### config.mk
export PLATFORM = sky130hd
export DESIGN_NAME = cto_top
export DESIGN_NICKNAME = d
export VERILOG_FILES = /design/src/verilog/cto_pkg.sv /design/src/verilog/cto_prescale.sv /design/src/verilog/cto_top.sv
export SDC_FILE = /design/constraint.sdc
export NUM_CORES = 1
export LEC_CHECK = 0
export BUFFER_PORTS_ARGS = -buffer_cell sky130_fd_sc_hd__buf_2
export CAP_MARGIN = 20
export CELL_PAD_IN_SITES_DETAIL_PLACEMENT = 1
export CELL_PAD_IN_SITES_GLOBAL_PLACEMENT = 2
export CORE_MARGIN = 10
export CORE_UTILIZATION = 32
export CTS_BUF_LIST = sky130_fd_sc_hd__clkbuf_8
export CTS_CLUSTER_DIAMETER = 200
export CTS_CLUSTER_SIZE = 10
export DETAILED_ROUTE_END_ITERATION = 8
export PLACE_DENSITY_LB_ADDON = 0.1
export SLEW_MARGIN = 20
export SYNTH_ARGS = -nofsm -noshare
export SYNTH_HDL_FRONTEND = slang
export SYNTH_SLANG_ARGS = --single-unit
### constraint.sdc
create_clock -name CLOCK -period 2.25 [get_ports CLOCK]
set_input_delay 0.1125 -clock CLOCK [delete_from_list [all_inputs] [get_ports CLOCK]]
set_output_delay 0.1125 -clock CLOCK [all_outputs]
set_load 0.02 [all_outputs]
### src/verilog/cto_pkg.sv
// constants for the timeout down-counter block
package cto_pkg;

    // ==============================================================
    // register map, byte addresses
    localparam logic [7:0] ADDR_TIMEOUT_CONFIG = 8'h28;
    localparam logic [7:0] ADDR_TIMEOUT_VALUE  = 8'h2C;
    localparam logic [7:0] ADDR_IRQ_STATUS     = 8'h30;
    localparam logic [7:0] ADDR_IRQ_MASK       = 8'h34;

    // ==============================================================
    // timeout_config fields, hardware bit numbers (bit 0 is lsb)
    localparam int PERIOD_LSB = 16;
    localparam int PERIOD_MSB = 31;
    localparam int SELECT_LSB = 1;
    localparam int SELECT_MSB = 2;
    localparam int ENABLE_BIT = 0;

    // timeout_value field
    localparam int COUNT_LSB = 0;
    localparam int COUNT_MSB = 15;

    // status and mask layout
    localparam int IRQ_TIMEOUT_BIT = 0;

    // ==============================================================
    // reset values
    localparam logic [15:0] PERIOD_RESET = 16'hFFFF;
    localparam logic [15:0] COUNT_RESET  = 16'hFFFF;
    localparam logic        ENABLE_RESET = 1'b0;
    localparam logic [0:0]  MASK_RESET   = 1'h0;

    // ==============================================================
    // timeout_select codes
    typedef enum logic [1:0] {
        SEL_CONTINUOUS = 2'h0,
        SEL_TX_EVENT   = 2'h1,
        SEL_RX_FIFO0   = 2'h2,
        SEL_RX_FIFO1   = 2'h3
    } cto_select_type;

    // counter state, one-hot
    typedef enum logic [1:0] {
        ST_RUN  = 2'h1,
        ST_STOP = 2'h2
    } cto_state_type;

endpackage

### src/verilog/cto_prescale.sv
// bit-time prescaler producing one time-unit pulse per (prescaler + 1) bit ticks
`timescale 1ns/1ns
`default_nettype none

module cto_prescale (
    // clock and reset
    input  wire logic       clk,
    input  wire logic       rst_n,
    // control
    input  wire logic       run,
    input  wire logic [3:0] bit_time_prescaler,
    input  wire logic       bit_tick,
    // result
    output logic            unit_tick
);

    logic [3:0] phase_q;
    logic [3:0] phase_d;

    // ==============================================================
    // phase counter
    always_comb begin
        phase_d   = phase_q;
        unit_tick = 1'b0;
        if (!run) begin
            // restart phase so each run begins on a full unit
            phase_d = 4'h0;
        end else if (bit_tick) begin
            if (phase_q >= bit_time_prescaler) begin
                phase_d   = 4'h0;
                unit_tick = 1'b1;
            end else begin
                phase_d = phase_q + 4'h1;
            end
        end
    end

    always_ff @(posedge clk or negedge rst_n) begin
        if (!rst_n) begin
            phase_q <= 4'h0;
        end else begin
            phase_q <= phase_d;
        end
    end

endmodule

`default_nettype wire

### src/verilog/cto_top.sv
// timeout down-counter with register port and interrupt
// ==============================================================
// Summary of operation
// - period field loads counter on every preset
// - select: continuous, tx event, rx0, rx1
// - continuous: value write reloads, keeps counting
// - fifo modes: empty fifo holds period
// - fifo modes: count once element stored
// - count only while enable bit set
// - value decrements once per time unit
// - zero sets flag, stops until restart
// - reserved bits read zero, ignore writes
// - period, select, enable are write protected
// - unit is prescaler plus one bit times
//
// Strobed register access was decided locally.
`timescale 1ns/1ns
`default_nettype none

module cto_top (
    // clock and reset
    input  wire logic        CLOCK,
    input  wire logic        RST_B,
    // register port
    input  wire logic [7:0]  ADDR,
    input  wire logic [31:0] WDATA,
    input  wire logic        WR,
    input  wire logic        RD,
    output logic [31:0]      RDATA,
    // controller state
    input  wire logic        INIT_MODE,
    input  wire logic        CONFIG_CHANGE_EN,
    input  wire logic        BIT_TICK,
    input  wire logic [3:0]  BIT_TIME_PRESCALER,
    // fifo fill state
    input  wire logic        TX_EVENT_EMPTY,
    input  wire logic        RX_FIFO0_EMPTY,
    input  wire logic        RX_FIFO1_EMPTY,
    // events
    output logic             TIMEOUT_OCCURRED_FLAG,
    output logic             IRQ
);

    // ==============================================================
    // reset release
    logic rst_meta_q;
    logic rst_sync_q;
    logic rst_n;

    always_ff @(posedge CLOCK or negedge RST_B) begin
        if (!RST_B) begin
            rst_meta_q <= 1'b0;
            rst_sync_q <= 1'b0;
        end else begin
            rst_meta_q <= 1'b1;
            rst_sync_q <= rst_meta_q;
        end
    end

    assign rst_n = rst_sync_q;

    // ==============================================================
    // address decode
    logic hit_config;
    logic hit_value;
    logic hit_status;
    logic hit_mask;
    logic cfg_unlocked;

    always_comb begin
        hit_config = 1'b0;
        hit_value  = 1'b0;
        hit_status = 1'b0;
        hit_mask   = 1'b0;
        if (ADDR == cto_pkg::ADDR_TIMEOUT_CONFIG) begin
            hit_config = 1'b1;
        end else if (ADDR == cto_pkg::ADDR_TIMEOUT_VALUE) begin
            hit_value = 1'b1;
        end else if (ADDR == cto_pkg::ADDR_IRQ_STATUS) begin
            hit_status = 1'b1;
        end else if (ADDR == cto_pkg::ADDR_IRQ_MASK) begin
            hit_mask = 1'b1;
        end
    end

    assign cfg_unlocked = INIT_MODE && CONFIG_CHANGE_EN;

    // ==============================================================
    // configuration register
    logic [15:0]                  period_q;
    logic [15:0]                  period_d;
    cto_pkg::cto_select_type      select_q;
    cto_pkg::cto_select_type      select_d;
    logic                         enable_q;
    logic                         enable_d;

    always_comb begin
        period_d = period_q;
        select_d = select_q;
        enable_d = enable_q;
        if (WR && hit_config && cfg_unlocked) begin
            period_d = WDATA[cto_pkg::PERIOD_MSB:cto_pkg::PERIOD_LSB];
            select_d = cto_pkg::cto_select_type'(
                WDATA[cto_pkg::SELECT_MSB:cto_pkg::SELECT_LSB]);
            enable_d = WDATA[cto_pkg::ENABLE_BIT];
        end
    end

    always_ff @(posedge CLOCK or negedge rst_n) begin
        if (!rst_n) begin
            period_q <= cto_pkg::PERIOD_RESET;
            select_q <= cto_pkg::SEL_CONTINUOUS;
            enable_q <= cto_pkg::ENABLE_RESET;
        end else begin
            period_q <= period_d;
            select_q <= select_d;
            enable_q <= enable_d;
        end
    end

    // ==============================================================
    // fifo selection
    logic fifo_mode;
    logic fifo_empty;

    always_comb begin
        fifo_mode  = 1'b1;
        fifo_empty = 1'b0;
        case (select_q)
            cto_pkg::SEL_CONTINUOUS: begin
                fifo_mode = 1'b0;
            end
            cto_pkg::SEL_TX_EVENT: begin
                fifo_empty = TX_EVENT_EMPTY;
            end
            cto_pkg::SEL_RX_FIFO0: begin
                fifo_empty = RX_FIFO0_EMPTY;
            end
            default: begin
                fifo_empty = RX_FIFO1_EMPTY;
            end
        endcase
    end

    // ==============================================================
    // down-counter
    logic [15:0]             count_q;
    logic [15:0]             count_d;
    cto_pkg::cto_state_type  state_q;
    cto_pkg::cto_state_type  state_d;
    logic                    expire;
    logic                    counting;
    logic                    unit_tick;

    // the prescaler phase only advances while a decrement is actually possible
    assign counting = enable_q && (state_q == cto_pkg::ST_RUN)
                      && !(fifo_mode && fifo_empty);

    cto_prescale u_prescale (
        .clk                (CLOCK),
        .rst_n              (rst_n),
        .run                (counting),
        .bit_time_prescaler (BIT_TIME_PRESCALER),
        .bit_tick           (BIT_TICK),
        .unit_tick          (unit_tick)
    );

    always_comb begin
        count_d = count_q;
        state_d = state_q;
        expire  = 1'b0;
        if (fifo_mode && fifo_empty) begin
            // empty fifo keeps the counter preset and armed
            count_d = period_q;
            state_d = cto_pkg::ST_RUN;
        end else if (!fifo_mode && WR && hit_value) begin
            count_d = period_q;
            state_d = cto_pkg::ST_RUN;
        end else begin
            case (state_q)
                cto_pkg::ST_RUN: begin
                    // in fifo modes this is reached once the fifo holds data
                    if (counting && unit_tick) begin
                        if (count_q <= 16'h0001) begin
                            count_d = 16'h0000;
                            state_d = cto_pkg::ST_STOP;
                            expire  = 1'b1;
                        end else begin
                            count_d = count_q - 16'h0001;
                        end
                    end
                end
                default: begin
                    state_d = cto_pkg::ST_STOP;
                end
            endcase
        end
    end

    always_ff @(posedge CLOCK or negedge rst_n) begin
        if (!rst_n) begin
            count_q <= cto_pkg::COUNT_RESET;
            state_q <= cto_pkg::ST_RUN;
        end else begin
            count_q <= count_d;
            state_q <= state_d;
        end
    end

    // ==============================================================
    // interrupt status and mask
    logic status_q;
    logic status_d;
    logic mask_q;
    logic mask_d;
    logic pulse_q;

    always_comb begin
        status_d = status_q;
        mask_d   = mask_q;
        if (WR && hit_status && WDATA[cto_pkg::IRQ_TIMEOUT_BIT]) begin
            status_d = 1'b0;
        end
        // a new timeout in the clearing cycle survives the clear
        if (expire) begin
            status_d = 1'b1;
        end
        if (WR && hit_mask) begin
            mask_d = WDATA[cto_pkg::IRQ_TIMEOUT_BIT];
        end
    end

    always_ff @(posedge CLOCK or negedge rst_n) begin
        if (!rst_n) begin
            status_q <= 1'b0;
            mask_q   <= cto_pkg::MASK_RESET[0];
            pulse_q  <= 1'b0;
        end else begin
            status_q <= status_d;
            mask_q   <= mask_d;
            pulse_q  <= expire;
        end
    end

    assign TIMEOUT_OCCURRED_FLAG = pulse_q;
    assign IRQ                   = status_q && mask_q;

    // ==============================================================
    // read data, one cycle after the strobe
    logic [31:0] rdata_q;
    logic [31:0] rdata_d;

    always_comb begin
        rdata_d = 32'h0000_0000;
        if (RD) begin
            if (hit_config) begin
                rdata_d[cto_pkg::PERIOD_MSB:cto_pkg::PERIOD_LSB] = period_q;
                rdata_d[cto_pkg::SELECT_MSB:cto_pkg::SELECT_LSB] = select_q;
                rdata_d[cto_pkg::ENABLE_BIT]                     = enable_q;
            end else if (hit_value) begin
                rdata_d[cto_pkg::COUNT_MSB:cto_pkg::COUNT_LSB] = count_q;
            end else if (hit_status) begin
                rdata_d[cto_pkg::IRQ_TIMEOUT_BIT] = status_q;
            end else if (hit_mask) begin
                rdata_d[cto_pkg::IRQ_TIMEOUT_BIT] = mask_q;
            end
        end
    end

    always_ff @(posedge CLOCK or negedge rst_n) begin
        if (!rst_n) begin
            rdata_q <= 32'h0000_0000;
        end else begin
            rdata_q <= rdata_d;
        end
    end

    assign RDATA = rdata_q;

endmodule

`default_nettype wire
Word level (Yosys, flattened, before mapping). Index checks and enable logic that the tools add are counted.

Multiplexer cells: 43. Equality and inequality tests: 10. $add $sub $neg: 2. Reduce and logical (&&, ||, !) cells: 20. Order comparisons: 2.

Operators by type and width (count): 16-bit two-way mux (6); 8-bit by 6-bit == test with 1-bit output, second input constant (4); 32-bit two-way mux (1); 1-bit two-way mux (24); 16-bit by 1-bit less-or-equal comparator with 1-bit output, second input constant (1); 16-bit by 1-bit subtractor with 16-bit output, second input constant (1); 15-bit two-way mux (1); 1-bit logical AND (13); 13-bit two-way mux (1); 4-bit two-way mux (3); 2-bit two-way mux (5); 4-bit by 1-bit inequality test with 1-bit output, second input constant (2); 3-bit nonzero test (2); 4-bit by 1-bit adder with 4-bit output, second input constant (1); 2-bit by 1-bit == test with 1-bit output, second input constant (2); 4-bit >= comparator (1); 2-bit AND reduction (2); 3-bit two-way mux (1); 1-bit one-hot mux with 3 select lines (1); 2-bit == test, second input constant (1); 2-bit zero test (1); 2-bit inequality test, second input constant (1); 2-bit nonzero test (1); 1-bit zero test (1).

Bits in registers: 78. Input bits: 54.

Logic depth before layout (Yosys ltp).
Depth after elaboration: 12. Depth in mapped cells: 9.

By module. A second synthesis with hierarchy kept.

Cells, all modules: 315. Area, all modules: 3613.5 um^2.

By module, submodules not included: cto_top (area each 3265.6 um^2, seq. area each 1893.1 um^2, instances 1, cells an instance 279); cto_prescale (area each 347.8 um^2, seq. area each 100.1 um^2, instances 1, cells an instance 36).

Least setup slack after synthesis. Ideal clock, no wire load.

Kind: register to register. Start point: register select_q[0]. End point: register count_q[6]. Library setup time: 64 ps. Arrival: 2115 ps. Stages on the path, launching flop included: 8. Period minus slack after synthesis: 2180 ps. Path slack: 70 ps. Path through: dfrtp_1 > mux2_4 > a2111oi_4 > and4_1 > buf_6 > nand3_4 > or4_1 > nand3_1.

Longest elaborated chain between the ends: 9. Elaborated cells between the ends (all ways): 17. Classes of those cells: eq/ne: 2; mux: 5; reduce/logical: 10.

RTL lines: start, declared (line cto_top.sv:92) `cto_pkg::cto_select_type select_q;`; start signal, assigned (line cto_top.sv:112) `select_q <= cto_pkg::SEL_CONTINUOUS;`; start signal, assigned (line cto_top.sv:116) `select_q <= select_d;`; 2-bit == test, or another cell as far along (line cto_top.sv:129) `case (select_q)`; 1-bit one-hot mux with 3 select lines or 1-bit two-way mux (tied branches) (line cto_top.sv:129); 1-bit logical AND (line cto_top.sv:157, cto_top.sv:172); 1-bit zero test (line cto_top.sv:157) `&& !(fifo_mode && fifo_empty);`; 1-bit logical AND (line cto_top.sv:157); 1-bit two-way mux (line cto_prescale.sv:25) `if (!run) begin`; 1-bit logical AND (line cto_top.sv:183) `if (counting && unit_tick) begin`; 3-bit nonzero test (no source line); 2-bit AND reduction (no source line); end signal, assigned (line cto_top.sv:202) `count_q <= cto_pkg::COUNT_RESET;`; end signal, assigned (line cto_top.sv:205) `count_q <= count_d;`; end, declared (line cto_top.sv:147) `logic [15:0] count_q;`.

Parallel ways exist; a longest one is shown, timed or not. A chain may end at the register's enable or synchronous reset.

Worst setup path in the final report.
Start point: register select_q[0]. End point: register count_q[14].

The elaborated chain is that of the path after synthesis.

==> results.txt <==
status - complete, no violations
Residual DRC - 0
max incr delay on CP - 0.41 ns
CORE AREA - 0.0108 sq mm
routed wire length - 9.60 mm
ys async rst share - 100%
crit path from - select_q[0]
IO Count - 88
Ys Warns - 0
clock tree from TritonCTS - yes
total power - 2.94 mW
pin count of the biggest net entering global routing - 40
Critical Path Fanout Max - 6
clk slew on worst S/H paths - 0.08 ns
placed cell count - 540
Pint - 2.19 mW
Worst Reg-to-Reg Cells - 6
cell row count - 38
share of the synthesized area in the top cell type - 32.1%
Seq pwr share - 50.8%
Sw Share - 25.4%
CTS Buf Count - 9
drt wl/cell - 16.7 microns
drt first pass iters - 4
gpl congestion - 0.736
top_reg_cell synth - dfrtp_1
Crit. path cell count - 6
Worst Path Buf+Inv - 1
slowest CP cell - dfrtp_1
syn_area_per_cell - 11.4 sq um
Peak supply drop - 237 uV
Seq/Total Area, Yosys - 56.9%
crit path cell chain - mux2_4, a2111oi_4, nand4_2, buf_4, o311a_1, a221o_1
Port Buffer Count - 74
Synthesized Nets - 368
Yosys cell types - 54
Iteration-0 DRC Markers - 80
skew final - 0.0106 ns
clock sinks - 78
clock latency on the worst-skew pair - 0.36 ns
combinational fraction of design power - 13.2%
post-route setup TNS - 0 ns
Final HPWL DP - 7.08 mm
CP Data Arrival Time - 2.43 ns
Die Y - 125 microns
Final Cycle Share - 95.4%
die area - 0.0155 sq mm
total grt overflow - 0
Area growth syn-to-layout - 32.4%
part of the power in the clock network - 36.0%
vias in the first global route - 3121
Seq cells post-synth - 78
Final Hold Vio Count - 0
relative slew slack - 66.7%
P_sw - 747 uW
r2r setup slk - 0.10 ns
CP Class - reg2reg
Nets - 491
Max-cap violations - 0
Worst Tran Pin Value - 0.500 ns
layout cells sized above 1 - 43.4%
Req. time, crit path - 2.53 ns
number of synthesized flops with an enable pin - 0
Die X - 125 microns
crit-path leading delay family - compound AO/OA/AOI/OAI gates
worst min path class - in2reg
Post-Syn Area - 0.00351 sq mm
area leader, netlist - dfrtp_1
CP Capture Type - register
count leader, synth - dfrtp_1
clock tree buffer depth - 2
min Tclk post-route - 2.15 ns
Mapped Cells - 307
setup violators final - 0
diodes inserted - 0
via count - 2708
synth top area cells - dfrtp_1 32%, dfstp_2 25%, mux2_2 6.4%, and2_1 5.7%, ha_1 2.5%
Vias/cell - 4.71
Total GRT Usage - 12.7%
CTS root buf - clkbuf_8
first-pass GRT wire length - 16.1 mm
crit path to - count_q[14]
list of most frequent post-synthesis cells - 45 x dfrtp_1, 33 x dfstp_2, 32 x and2_1
H-tree levels - 3
crit start category - register
Routed Antenna Nets - 0
antenna violations before repair - 0
Pwr per Cell Area - 634 mW/mm^2
Layout Cells excl Fill - 575
Final Slew Violations - 0
Leak - 2.27 nW
Initial Utilization - 32.5%
reg-to-reg endpoint - count_q[14]
reg2reg start - select_q[0]
upper clock frequency limit - 0.466 GHz
==> kinds of logic after synthesis <==
| group | after synthesis | share of synthesized area (%) |
|---|---|---|
| multiplexers | 22 | 7.14 |
| buffers and inverters | 23 | 2.75 |
| AND/OR/NAND/NOR | 120 | 19.6 |
| other | 1 | 0.107 |
| adder cells (fa/ha/maj) | 7 | 2.50 |
| AO/OA/AOI/OAI | 55 | 10.8 |
| XOR/XNOR | 1 | 0.250 |
| flip-flops | 78 | 56.9 |
==> per-stage QoR <==
step / worst slack, ns / util [%] / hold WS [ns] / instance area, sq um
after floorplan: 0.0704 / - / -0.183 / 3510
after global placement: 0.104 / 39.1 / -0.101 / 4220
after detailed placement: 0.0687 / 39.1 / -0.101 / 4220
after CTS: 0.0430 / 42.8 / 0.0151 / 4610
after global routing: -0.0133 / 43.0 / 0.0167 / 4640
final: 0.103 / 43.0 / 0.0364 / 4640
==> worst reg2reg max path, delay by kind of cell (launching register included) <==
kind,cells,cell delay [ns]
AOI/OAI and AO/OA,3,0.97
and+or+nand+nor,1,0.17
DFF,1,0.41
buffers and inverters,1,0.19
muxes,1,0.33
==> cells in the final DEF, fill, tap and decap left out, types with 7 or more instances in the layout <==
cell and count:
buf_2 74, o21ai_0 16, clkbuf_8 14, inv_1 14, dlygate4sd3_1 19, nand2_1 20, dfstp_2 33, ha_1 7
a21oi_1 10, buf_4 28, nor2_1 16, mux2_2 20, and2_1 31, dfrtp_1 44, nand3_1 9
==> routing by layer <==
layer	wire [microns]	track usage, %	up-vias
met5	0	0	-
met4	156	5.76	0
met3	339	2.94	10
met2	4320	19.9	44
met1	4780	16.4	1327
li1	-	-	1327
==> state kept, by name, indices dropped and copies added, names as in the netlist <==
register / count
state_q: 2
u_prescale.phase_q: 4
rst_n: 1
enable_q: 1
mask_q: 1
rst_meta_q: 1
period_q: 16
TIMEOUT_OCCURRED_FLAG: 1
RDATA: 32
count_q: 16
status_q: 1
select_q: 2
==> what timing repair did <==
item	4_1_cts	5_1_grt
endpoints found under the setup margin	0	10
buffers inserted	0	0
resized for setup	0	8
hold buffers	19	0
hold endpoints to repair	20	0
==> final cells by class <==
type                       count  area [sq um]
timing repair buffer         121           771
sequential                    78          1990
multi-input combinational    206          1440
tap                          140           175
clock buffer                  14           193
inverter                      14          52.6
clock inverter                 2          12.5
fill                        1208          6150
==> power groups by stage <==
stage                     registers [mW]  clock network [mW]  logic (mW)
after detailed placement            1.52                   0       0.354
after floorplan                     1.53                   0       0.181
final                               1.49                1.06       0.387
after global placement              1.52                   0       0.349
after global routing                1.50                1.16       0.439
after CTS                           1.49                1.11       0.382
==> worst min path at each step <==
| stage | start | slack, ns | to | cells past startpoint |
|---|---|---|---|---|
| final | WDATA[0] | 0.04 | enable_q | 2 |
| after global placement | RST_B | -0.10 | rst_meta_q | 1 |
| after detailed placement | RST_B | -0.10 | rst_meta_q | 1 |
| after floorplan | RST_B | -0.18 | rst_meta_q | 0 |
| after CTS | WDATA[0] | 0.02 | mask_q | 2 |
| after global routing | WDATA[0] | 0.02 | mask_q | 2 |
Power figures use the tool's default switching activity.
